`src/logic/spk_ctl_cfg.svh`:
```
// Offsets, field positions, reset words and timing for the speakerphone control words.
// Included by the package, which the control-word decoder imports; definitions only.
`ifndef SPK_CTL_CFG_SVH
`define SPK_CTL_CFG_SVH

// Target select in the low nibble of each control word
`define SPK_ADDR_LSB      0
`define SPK_ADDR_MSB      3
`define SPK_ADDR_AUDIO    4'h0
`define SPK_ADDR_ECHO     4'h2

// Reset words of the two control words
`define SPK_AUDIO_RST     16'hA400
`define SPK_ECHO_RST      16'h2A02

// Field codes
`define SPK_COEF_NORMAL   2'b00
`define SPK_COEF_CLEAR    2'b01
`define SPK_COEF_FREEZE   2'b10
`define SPK_GAIN_UNITY    4'hA
`define SPK_GAIN_MUTE     4'hF
`define SPK_GAIN_TOP_DB   7'h1E
`define SPK_RX_SUPP_DB    5'h18

// Tap splits, acoustic then line canceller
`define SPK_TAPS_SPLIT0   18'h3_7840
`define SPK_TAPS_SPLIT1   18'h2_F880
`define SPK_TAPS_SPLIT2   18'h2_78C0
`define SPK_TAPS_SPLIT3   18'h1_F900

// Polling interval of the control word
`define SPK_POLL_NS       125000
`define SPK_CLK_NS        4
`define SPK_POLL_CYC      (`SPK_POLL_NS / `SPK_CLK_NS)

`endif

```
`src/logic/spk_ctl_pkg.sv`:
```
// Types shared by the speakerphone control-word decoder and its users.
// Assumes spk_ctl_cfg.svh is on the include path.
`include "spk_ctl_cfg.svh"

package spk_ctl_pkg;

  // Layout of the audio path control word
  typedef struct packed {
    logic       mic_preamp_en;
    logic       halfduplex_off;
    logic [1:0] update_gain_decay_sel;
    logic [3:0] rx_gain_code;
    logic       tx_squelch_off;
    logic [1:0] acoustic_coef_ctl;
    logic       tx_squelch_mode;
    logic [3:0] addr;
  } spk_audio_word_t;

  // Layout of the echo path control word
  typedef struct packed {
    logic [1:0] tx_speech_threshold;
    logic [1:0] tap_split;
    logic [3:0] tx_gain_code;
    logic       rx_squelch_off;
    logic [1:0] line_coef_ctl;
    logic       line_canceller_reengage_off;
    logic [3:0] addr;
  } spk_echo_word_t;

  // Speech and convergence state reported by the DSP core
  typedef struct packed {
    logic near_speech;
    logic far_speech;
    logic filter_trained;
    logic loop_gain_low;
  } spk_dsp_status_t;

  // Decoded controls handed to the audio paths and the cancellers
  typedef struct packed {
    logic              mic_preamp_en;
    logic              halfduplex_active;
    logic [1:0]        acoustic_decay_sel;
    logic              rx_agc_en;
    logic              rx_mute;
    logic signed [6:0] rx_gain_db;
    logic              tx_agc_en;
    logic              tx_mute;
    logic signed [6:0] tx_gain_db;
    logic              tx_squelch_engage;
    logic              tx_noise_squelch;
    logic              rx_squelch_engage;
    logic [4:0]        rx_squelch_db;
    logic              acoustic_coef_zero;
    logic              acoustic_coef_freeze;
    logic              line_coef_zero;
    logic              line_coef_freeze;
    logic [8:0]        acoustic_taps;
    logic [8:0]        line_taps;
    logic [1:0]        tx_speech_threshold;
    logic              line_canceller_reengage_off;
  } spk_ctl_t;

endpackage : spk_ctl_pkg

```
`src/logic/spk_ctl_regs.sv`:
```
// Decoder for the audio path and echo path control words of the speakerphone.
// Assumes a shifter elsewhere delivers each complete 16-bit word with a one-cycle strobe.
//
// Behaviour
// [RULE1] Mic preamp on at reset, off on zero
// [RULE2] Half-duplex while training or loop gain low
// [RULE3] Half-duplex allowed by default; disable bit blocks it
// [RULE4] Decay select feeds acoustic canceller only
// [RULE5] Decay codes: 00 none, 11 slight, 01 fastest
// [RULE6] AGC off at unity reference and below
// [RULE7] Gain 30 dB minus 3 dB per step, 1111 mutes
// [RULE8] Receive gain code resets to 18 dB
// [RULE9] Tx suppression on at reset, released by near speech
// [RULE10] Mode one: engage on far speech only
// [RULE11] Mode zero: engage whenever near end silent
// [RULE12] Acoustic code 00 adapts freely
// [RULE13] Acoustic code 01 zeroes, forces half-duplex
// [RULE14] Acoustic code 10 freezes coefficients
// [RULE15] Noise guard squelches transmit without near speech
// [RULE16] Controller drops noise guard with idle return
// [RULE17] Tap field splits taps between both cancellers
// [RULE18] Bit four blocks automatic line canceller re-engage
// [RULE19] Transmit gain same coding, resets to unity
// [RULE20] Rx suppression 24 dB without far speech
// [RULE21] Line coefficient field: normal, clear, freeze
// [RULE22] Low nibble selects target; bit zero zero
`timescale 1ns/1ps
`default_nettype none

module spk_ctl_regs
  import spk_ctl_pkg::*;
#(
  parameter int POLL_CYCLES = `SPK_POLL_CYC
) (
  // Clock and reset
  input  wire logic            clk_sys,
  input  wire logic            rstn,
  // Control word from the serial shifter
  input  wire logic [15:0]     cw_word,
  input  wire logic            cw_stb,
  // DSP state
  input  wire spk_dsp_status_t dsp_status,
  // Decoded controls
  output var  spk_ctl_t        ctl
);

  // ****************************************
  // Helper functions
  // ****************************************

  // Signed gain in dB for a volume code; 1111 is caught as mute elsewhere
  function automatic logic signed [6:0] spk_gain_db(input logic [3:0] code);
    logic [6:0] step3;
    step3 = {2'b00, code, 1'b0} + {3'b000, code};
    return `SPK_GAIN_TOP_DB - step3;
  endfunction : spk_gain_db

  function automatic logic spk_agc_on(input logic [3:0] code);
    return code < `SPK_GAIN_UNITY;
  endfunction : spk_agc_on

  function automatic logic [17:0] spk_taps(input logic [1:0] sel);
    case (sel)
      2'b00:   return `SPK_TAPS_SPLIT0;
      2'b01:   return `SPK_TAPS_SPLIT1;
      2'b10:   return `SPK_TAPS_SPLIT2;
      default: return `SPK_TAPS_SPLIT3;
    endcase
  endfunction : spk_taps

  // ****************************************
  // Polling of the control word
  // ****************************************

  logic [14:0]     poll_cnt_q;
  logic [14:0]     poll_cnt_d;
  logic            poll_tick;
  logic [15:0]     pend_q;
  logic [15:0]     pend_d;
  logic            pend_v_q;
  logic            pend_v_d;
  logic            apply_audio;
  logic            apply_echo;
  spk_audio_word_t audio_q;
  spk_audio_word_t audio_d;
  spk_echo_word_t  echo_q;
  spk_echo_word_t  echo_d;
  spk_ctl_t        ctl_d;

  assign poll_tick  = poll_cnt_q == 15'(POLL_CYCLES - 1);
  assign poll_cnt_d = poll_tick ? 15'h0000 : poll_cnt_q + 15'h0001;

  // A later word before the poll overwrites the earlier one, as the pins allow
  assign pend_d   = cw_stb ? cw_word : pend_q;
  assign pend_v_d = cw_stb | (pend_v_q & ~poll_tick);

  // Words with bit zero set, or other targets, are left to other decoders
  assign apply_audio = poll_tick & pend_v_q &
                       (pend_q[`SPK_ADDR_MSB:`SPK_ADDR_LSB] == `SPK_ADDR_AUDIO); // RULE22
  assign apply_echo  = poll_tick & pend_v_q &
                       (pend_q[`SPK_ADDR_MSB:`SPK_ADDR_LSB] == `SPK_ADDR_ECHO); // RULE22

  assign audio_d = apply_audio ? spk_audio_word_t'(pend_q) : audio_q;
  assign echo_d  = apply_echo  ? spk_echo_word_t'(pend_q)  : echo_q;

  always_ff @(posedge clk_sys) begin
    if (!rstn) begin
      poll_cnt_q <= 15'h0000;
      pend_q     <= 16'h0000;
      pend_v_q   <= 1'b0;
    end else begin
      poll_cnt_q <= poll_cnt_d;
      pend_q     <= pend_d;
      pend_v_q   <= pend_v_d;
    end
  end

  // ****************************************
  // Control word storage
  // ****************************************

  always_ff @(posedge clk_sys) begin
    if (!rstn) begin
      audio_q <= spk_audio_word_t'(`SPK_AUDIO_RST); // RULE1 RULE8 RULE9 RULE11 RULE12 RULE15
      echo_q  <= spk_echo_word_t'(`SPK_ECHO_RST); // RULE19 RULE20 RULE21 RULE18
    end else begin
      audio_q <= audio_d;
      echo_q  <= echo_d;
    end
  end

  // ****************************************
  // Decode into controls
  // ****************************************

  wire logic near_sp      = dsp_status.near_speech;
  wire logic far_sp       = dsp_status.far_speech;
  wire logic acoustic_clr = audio_q.acoustic_coef_ctl == `SPK_COEF_CLEAR;
  wire logic acoustic_frz = audio_q.acoustic_coef_ctl == `SPK_COEF_FREEZE;
  wire logic line_clr     = echo_q.line_coef_ctl == `SPK_COEF_CLEAR;
  wire logic line_frz     = echo_q.line_coef_ctl == `SPK_COEF_FREEZE;

  // Half-duplex is wanted while the canceller cannot hold off howling
  wire logic hd_need = ~dsp_status.filter_trained | dsp_status.loop_gain_low
                       | acoustic_clr; // RULE2 RULE13
  wire logic hd_act  = hd_need & ~audio_q.halfduplex_off; // RULE3

  // Mode one waits for far speech; mode zero engages on near silence alone
  wire logic tx_sup_cond = audio_q.tx_squelch_mode ? far_sp : 1'b1; // RULE10 RULE11
  wire logic tx_sup      = ~audio_q.tx_squelch_off & ~near_sp & tx_sup_cond; // RULE9
  wire logic tx_guard    = ~audio_q.tx_squelch_mode & ~near_sp; // RULE15
  wire logic rx_sup      = ~echo_q.rx_squelch_off & ~far_sp; // RULE20

  wire logic [17:0] taps = spk_taps(echo_q.tap_split); // RULE17

  always_comb begin
    ctl_d = '0;
    ctl_d.mic_preamp_en     = audio_q.mic_preamp_en; // RULE1
    ctl_d.halfduplex_active = hd_act;
    // The line canceller has no graded update gain, so only the acoustic side sees it
    ctl_d.acoustic_decay_sel = audio_q.update_gain_decay_sel; // RULE4 RULE5
    ctl_d.rx_agc_en         = spk_agc_on(audio_q.rx_gain_code); // RULE6
    ctl_d.rx_mute           = audio_q.rx_gain_code == `SPK_GAIN_MUTE; // RULE7
    ctl_d.rx_gain_db        = spk_gain_db(audio_q.rx_gain_code); // RULE7
    ctl_d.tx_agc_en         = spk_agc_on(echo_q.tx_gain_code); // RULE19
    ctl_d.tx_mute           = echo_q.tx_gain_code == `SPK_GAIN_MUTE; // RULE19
    ctl_d.tx_gain_db        = spk_gain_db(echo_q.tx_gain_code); // RULE19
    ctl_d.tx_squelch_engage = tx_sup;
    ctl_d.tx_noise_squelch  = tx_guard;
    ctl_d.rx_squelch_engage = rx_sup;
    ctl_d.rx_squelch_db     = rx_sup ? `SPK_RX_SUPP_DB : 5'h00; // RULE20
    // Reserved code 11 adapts like normal so a stray write cannot stall training
    ctl_d.acoustic_coef_zero   = acoustic_clr; // RULE13 RULE12
    ctl_d.acoustic_coef_freeze = acoustic_frz; // RULE14
    ctl_d.line_coef_zero       = line_clr; // RULE21
    ctl_d.line_coef_freeze     = line_frz; // RULE21
    ctl_d.acoustic_taps        = taps[17:9]; // RULE17
    ctl_d.line_taps            = taps[8:0]; // RULE17
    ctl_d.tx_speech_threshold = echo_q.tx_speech_threshold;
    ctl_d.line_canceller_reengage_off = echo_q.line_canceller_reengage_off; // RULE18
  end

  always_ff @(posedge clk_sys) begin
    if (!rstn) begin
      ctl <= '0;
    end else begin
      ctl <= ctl_d;
    end
  end

  logic rst_seen_q;
  always_ff @(posedge clk_sys) begin
    rst_seen_q <= !rstn;
  end
endmodule : spk_ctl_regs

`default_nettype wire

```
`config.mk`:
```
export PLATFORM = sky130hd
export DESIGN_NAME = spk_ctl_regs
export DESIGN_NICKNAME = d
export VERILOG_FILES = /design/src/logic/spk_ctl_pkg.sv /design/src/logic/spk_ctl_regs.sv
export VERILOG_INCLUDE_DIRS = /design/src /design/src/logic
export SDC_FILE = /design/constraint.sdc
export NUM_CORES = 1
export LEC_CHECK = 0
export ABC_AREA = 1
export BUFFER_PORTS_ARGS = -buffer_cell sky130_fd_sc_hd__buf_2
export CORE_MARGIN = 10
export CORE_UTILIZATION = 50
export CTS_CLUSTER_SIZE = 40
export DETAILED_ROUTE_END_ITERATION = 10
export PLACE_DENSITY = 0.73
export SLEW_MARGIN = 20
export SYNTH_ARGS = -nofsm -noshare
export SYNTH_HDL_FRONTEND = slang
export SYNTH_SLANG_ARGS = --single-unit
```
`constraint.sdc`:
```
create_clock -name clk_sys -period 1.9 [get_ports clk_sys]
set_input_delay 0.095 -clock clk_sys [delete_from_list [all_inputs] [get_ports clk_sys]]
set_output_delay 0.095 -clock clk_sys [all_outputs]
set_load 0.01 [all_outputs]
```
==> impl_metrics.toml <==
[synthesis]
synth.avg_cell_area_sq_um = 7.970
yosys-mux-area-fraction_pct = 0
synth_top_flop_cell = "sky130_fd_sc_hd__dfxtp_1"
synth_enable_flop_cells = 0
postSynth.asyncResetShare_pct = 0
synth_compound_area_share_pct = 7.697
post-synth-top-area-cell = "sky130_fd_sc_hd__dfxtp_1"
synth_top_family_by_area = "simple AND/OR/NAND/NOR gates"
adder_and_majority_cell_fraction_of_the_synthesized_area_pct = 8.919
ys_ff_latch = 95
top_cells_by_area_synth = "sky130_fd_sc_hd__dfxtp_1 (46%), sky130_fd_sc_hd__inv_1 (8.0%), sky130_fd_sc_hd__ha_1 (7.9%)"
synth-seq-area-share_pct = 46.43
synth.cell_area_sq_um = 4096
synthDominantCellAreaShare_pct = 46.43
synth-xor-area-share_pct = 1.283
synth.lib_cells_used.distinct = 31
simple_gate_share_of_the_synthesized_area_pct = 22.11
count_of_mapped_cells_out_of_synthesis = 514
yosysWarnings = 0

[critical_path]
timing.critical_path.slowest_stage_cell = "sky130_fd_sc_hd__fa_1"
critical_path_required_ns = 2.17
critical_path.n_buffers_inverters = 2
critical_path_peak_fanout = 4
critPathMaxStageDelay_ns = 0.45
cp-end-kind = "flip-flop"
timing.setup.critical_path_class = "reg2reg"
worst_reg2reg_path_depth = 7
crit_family = "adder cells"
startpoint_type = "flip-flop"
timing.critical_path.cells = "inv_1 > ha_1 > inv_1 > fa_1 > nor2_1 > o21bai_1 > o211a_1"
timing.critical_path.mode_cell = "sky130_fd_sc_hd__inv_1"
cp.arrival_ns = 2.05
timing.critical_path.depth = 7

[run_status]
status = "completed"

[detailed_routing]
detailroute.via_count = 3246
antenna_violating_nets_post_route = 0
post-route-drc-count = 0
drt-vias-per-instance = 4.718
routed_wl_um = 8356
detail_route.wl_per_cell_um = 12.15
first_iter_violations = 165
firstDrtPassIters = 5

[sta]
slew_headroom_pct = 61.57
fin_crit_sh_pct = 93.65
timing.final.max_slew_violations = 0
finalWorstPathRequiredPeriod_ns = 1.779
clock.fmax_ghz = 0.5620
number_of_failing_hold_endpoints_at_the_final_stage = 0
timing_worst_slew_pin_value_ns = 0.5757
grt_setup_unrepaired = "yes"
setup-violations-final = 0
final_critical_path_setup_slack_ns = 0.1207
clock-skew-final_ns = 0.009470
whs_ns = 0.006075

[global_route]
largest_net_degree_at_the_start_of_global_routing = 46
grt_use_total_pct = 13.63
grt_pass1_vias = 3207
number_of_antenna_violations_at_the_first_check_in_global_routing = 0
grt_first_pass_wirelength_um = 14370
global_route.overflow_total = 0

[floorplanning]
die_x_um = 110.5
num_io_pins = 78
die_height_um = 110.5
initial_core_util_pct = 52.20
design.die.area_sq_um = 12210
core_area_sq_um = 7848
placementRows = 32

[cts]
cts_root_buf = "sky130_fd_sc_hd__clkbuf_8"
cts_tree = "yes"
cts_max_level = 3
cts.clk_slew.worst_paths_ns = 0.09
cts_num_sinks = 95
max-clock-path-buffers = 2
tritoncts.num_buffers = 9
post_cts.repair.setup_buffers = 0
clkLatencyLatePin_ns = 0.37

[cells_and_area]
fin_nets = 632
final_design_area_no_fill_sq_um = 4763
final_layout_size_suffix_gt1_share_pct = 17.75
synthToLayoutAreaGrowth_pct = 16.28
final_cell_count_no_fill = 688
num_antenna_cells = 0
postLayoutCoreUtil_pct = 60.70

[pwr]
power_leakage_nw = 2.384
pwr_density_cell_nw_per_um2 = 769.8
power.ir.vdd_worst_mv = 0.4769

[placement]
gp_routability_congestion = 0.8242
place.port_buffers = 66
place_area_sq_um = 4466
detailed_place_hpwl_um = 6380
placement.setup.worst_slack_ns = 0.04393
place.detailed.instances = 666

[job]
drv_cap = 0

[min_path]
worstHoldPathType = "in2reg"
timing.hold.worst_path_depth = 3
-- cell usage in the layout, fill, tap and decap left out, types with 2 or more instances in the layout --
| cell type | instances |
|---|---|
| sky130_fd_sc_hd__inv_6 | 2 |
| sky130_fd_sc_hd__o21ai_0 | 25 |
| sky130_fd_sc_hd__ha_1 | 25 |
| sky130_fd_sc_hd__o211a_1 | 2 |
| sky130_fd_sc_hd__a211oi_1 | 2 |
| sky130_fd_sc_hd__nor3b_1 | 2 |
| sky130_fd_sc_hd__fa_1 | 2 |
| sky130_fd_sc_hd__nor3_1 | 14 |
| sky130_fd_sc_hd__a21oi_1 | 24 |
| sky130_fd_sc_hd__buf_4 | 10 |
| sky130_fd_sc_hd__inv_1 | 87 |
| sky130_fd_sc_hd__o21bai_1 | 3 |
| sky130_fd_sc_hd__dlygate4sd3_1 | 6 |
| sky130_fd_sc_hd__dfxtp_2 | 4 |
| sky130_fd_sc_hd__nor2_1 | 53 |
| sky130_fd_sc_hd__nand3_1 | 16 |
| sky130_fd_sc_hd__conb_1 | 11 |
| sky130_fd_sc_hd__buf_2 | 66 |
| sky130_fd_sc_hd__xor2_1 | 6 |
| sky130_fd_sc_hd__clkinvlp_4 | 2 |
| sky130_fd_sc_hd__dfxtp_1 | 91 |
| sky130_fd_sc_hd__nand3_4 | 2 |
| sky130_fd_sc_hd__nand4_1 | 26 |
| sky130_fd_sc_hd__clkbuf_8 | 10 |
| sky130_fd_sc_hd__nand2_1 | 83 |
-- power by group --
group	switching (mW)	total (mW)	leakage, nW	internal (mW)
Combinational	0.145	0.231	1.51	0.0861
Clock	0.722	1.37	0.0993	0.651
Sequential	0.0281	2.06	0.776	2.04
-- final cells by class --
cell class / count / area [sq um]
clock buffer: 10 / 137.6
clock inverter: 6 / 67.56
fill: 736 / 3084
inverter: 88 / 330.3
multi-input combinational: 304 / 1708
sequential: 95 / 1907
tap: 102 / 127.6
timing repair buffer: 83 / 485.5
-- final timing paths --
path         slack, ns          to  startpoint
max reg2reg       0.12     ctl[38]  echo_q[10]
min reg2reg       0.42     ctl[31]  audio_q[4]
min              0.006  pend_q[13]      cw_stb
max               0.12     ctl[38]  echo_q[10]
-- metrics by stage --
stage	setup TNS [ns]	total power, mW
2_1_floorplan	0	2.262
3_3_place_gp	0	2.322
3_5_place_dp	0	2.329
4_1_cts	0	3.683
5_1_grt	-0.01555	3.810
6_report	0	3.667
-- cells in the mapped netlist (all sizes together) (3+ instances only) --
cell type	count
dfxtp	95
inv	88
nand2	83
nor2	54
buf	27
ha	26
nand4	26
o21ai	26
a21oi	24
nand3	18
nor3	15
clkbuf	10
xor2	6
o21bai	3
-- state kept, by name (all words and copies together) (netlist names) --
name	flops
ctl_d	3
pend_v_q	1
audio_q	12
poll_cnt_q	15
echo_q	9
ctl	39
pend_q	16
-- worst reg2reg max path, stage by stage, from the launching register on --
cell and delay, ns:
sky130_fd_sc_hd__dfxtp_1 0.36, sky130_fd_sc_hd__inv_1 0.09, sky130_fd_sc_hd__ha_1 0.32, sky130_fd_sc_hd__inv_1 0.07, sky130_fd_sc_hd__fa_1 0.45, sky130_fd_sc_hd__nor2_1 0.12
sky130_fd_sc_hd__o21bai_1 0.08, sky130_fd_sc_hd__o211a_1 0.20
-- timing repair --
action                                 CTS  global route
setup endpoints to repair                0            20
hold buffers                             6             0
endpoints found under the hold margin    6             0
gates resized for setup                  0             7
-- metal layers --
metal	track usage, %	wire length, um	vias up
li1	-	-	1717
met1	16.10	3819	1442
met2	22.57	3904	80
met3	4.538	564	7
met4	4.663	68	0
met5	0	0	-
-- logic make-up (layout without fill, tap and decap cells) --
kind of cell / after synthesis / count (layout)
AOI/OAI and AO/OA: 58 / 58
buffers and inverters: 125 / 187
other: 1 / 11
DFF: 95 / 95
xor gates and xnor gates: 6 / 6
and+or+nand+nor: 201 / 201
adders and majority gates: 28 / 28
(Power assumes the default switching activity.)
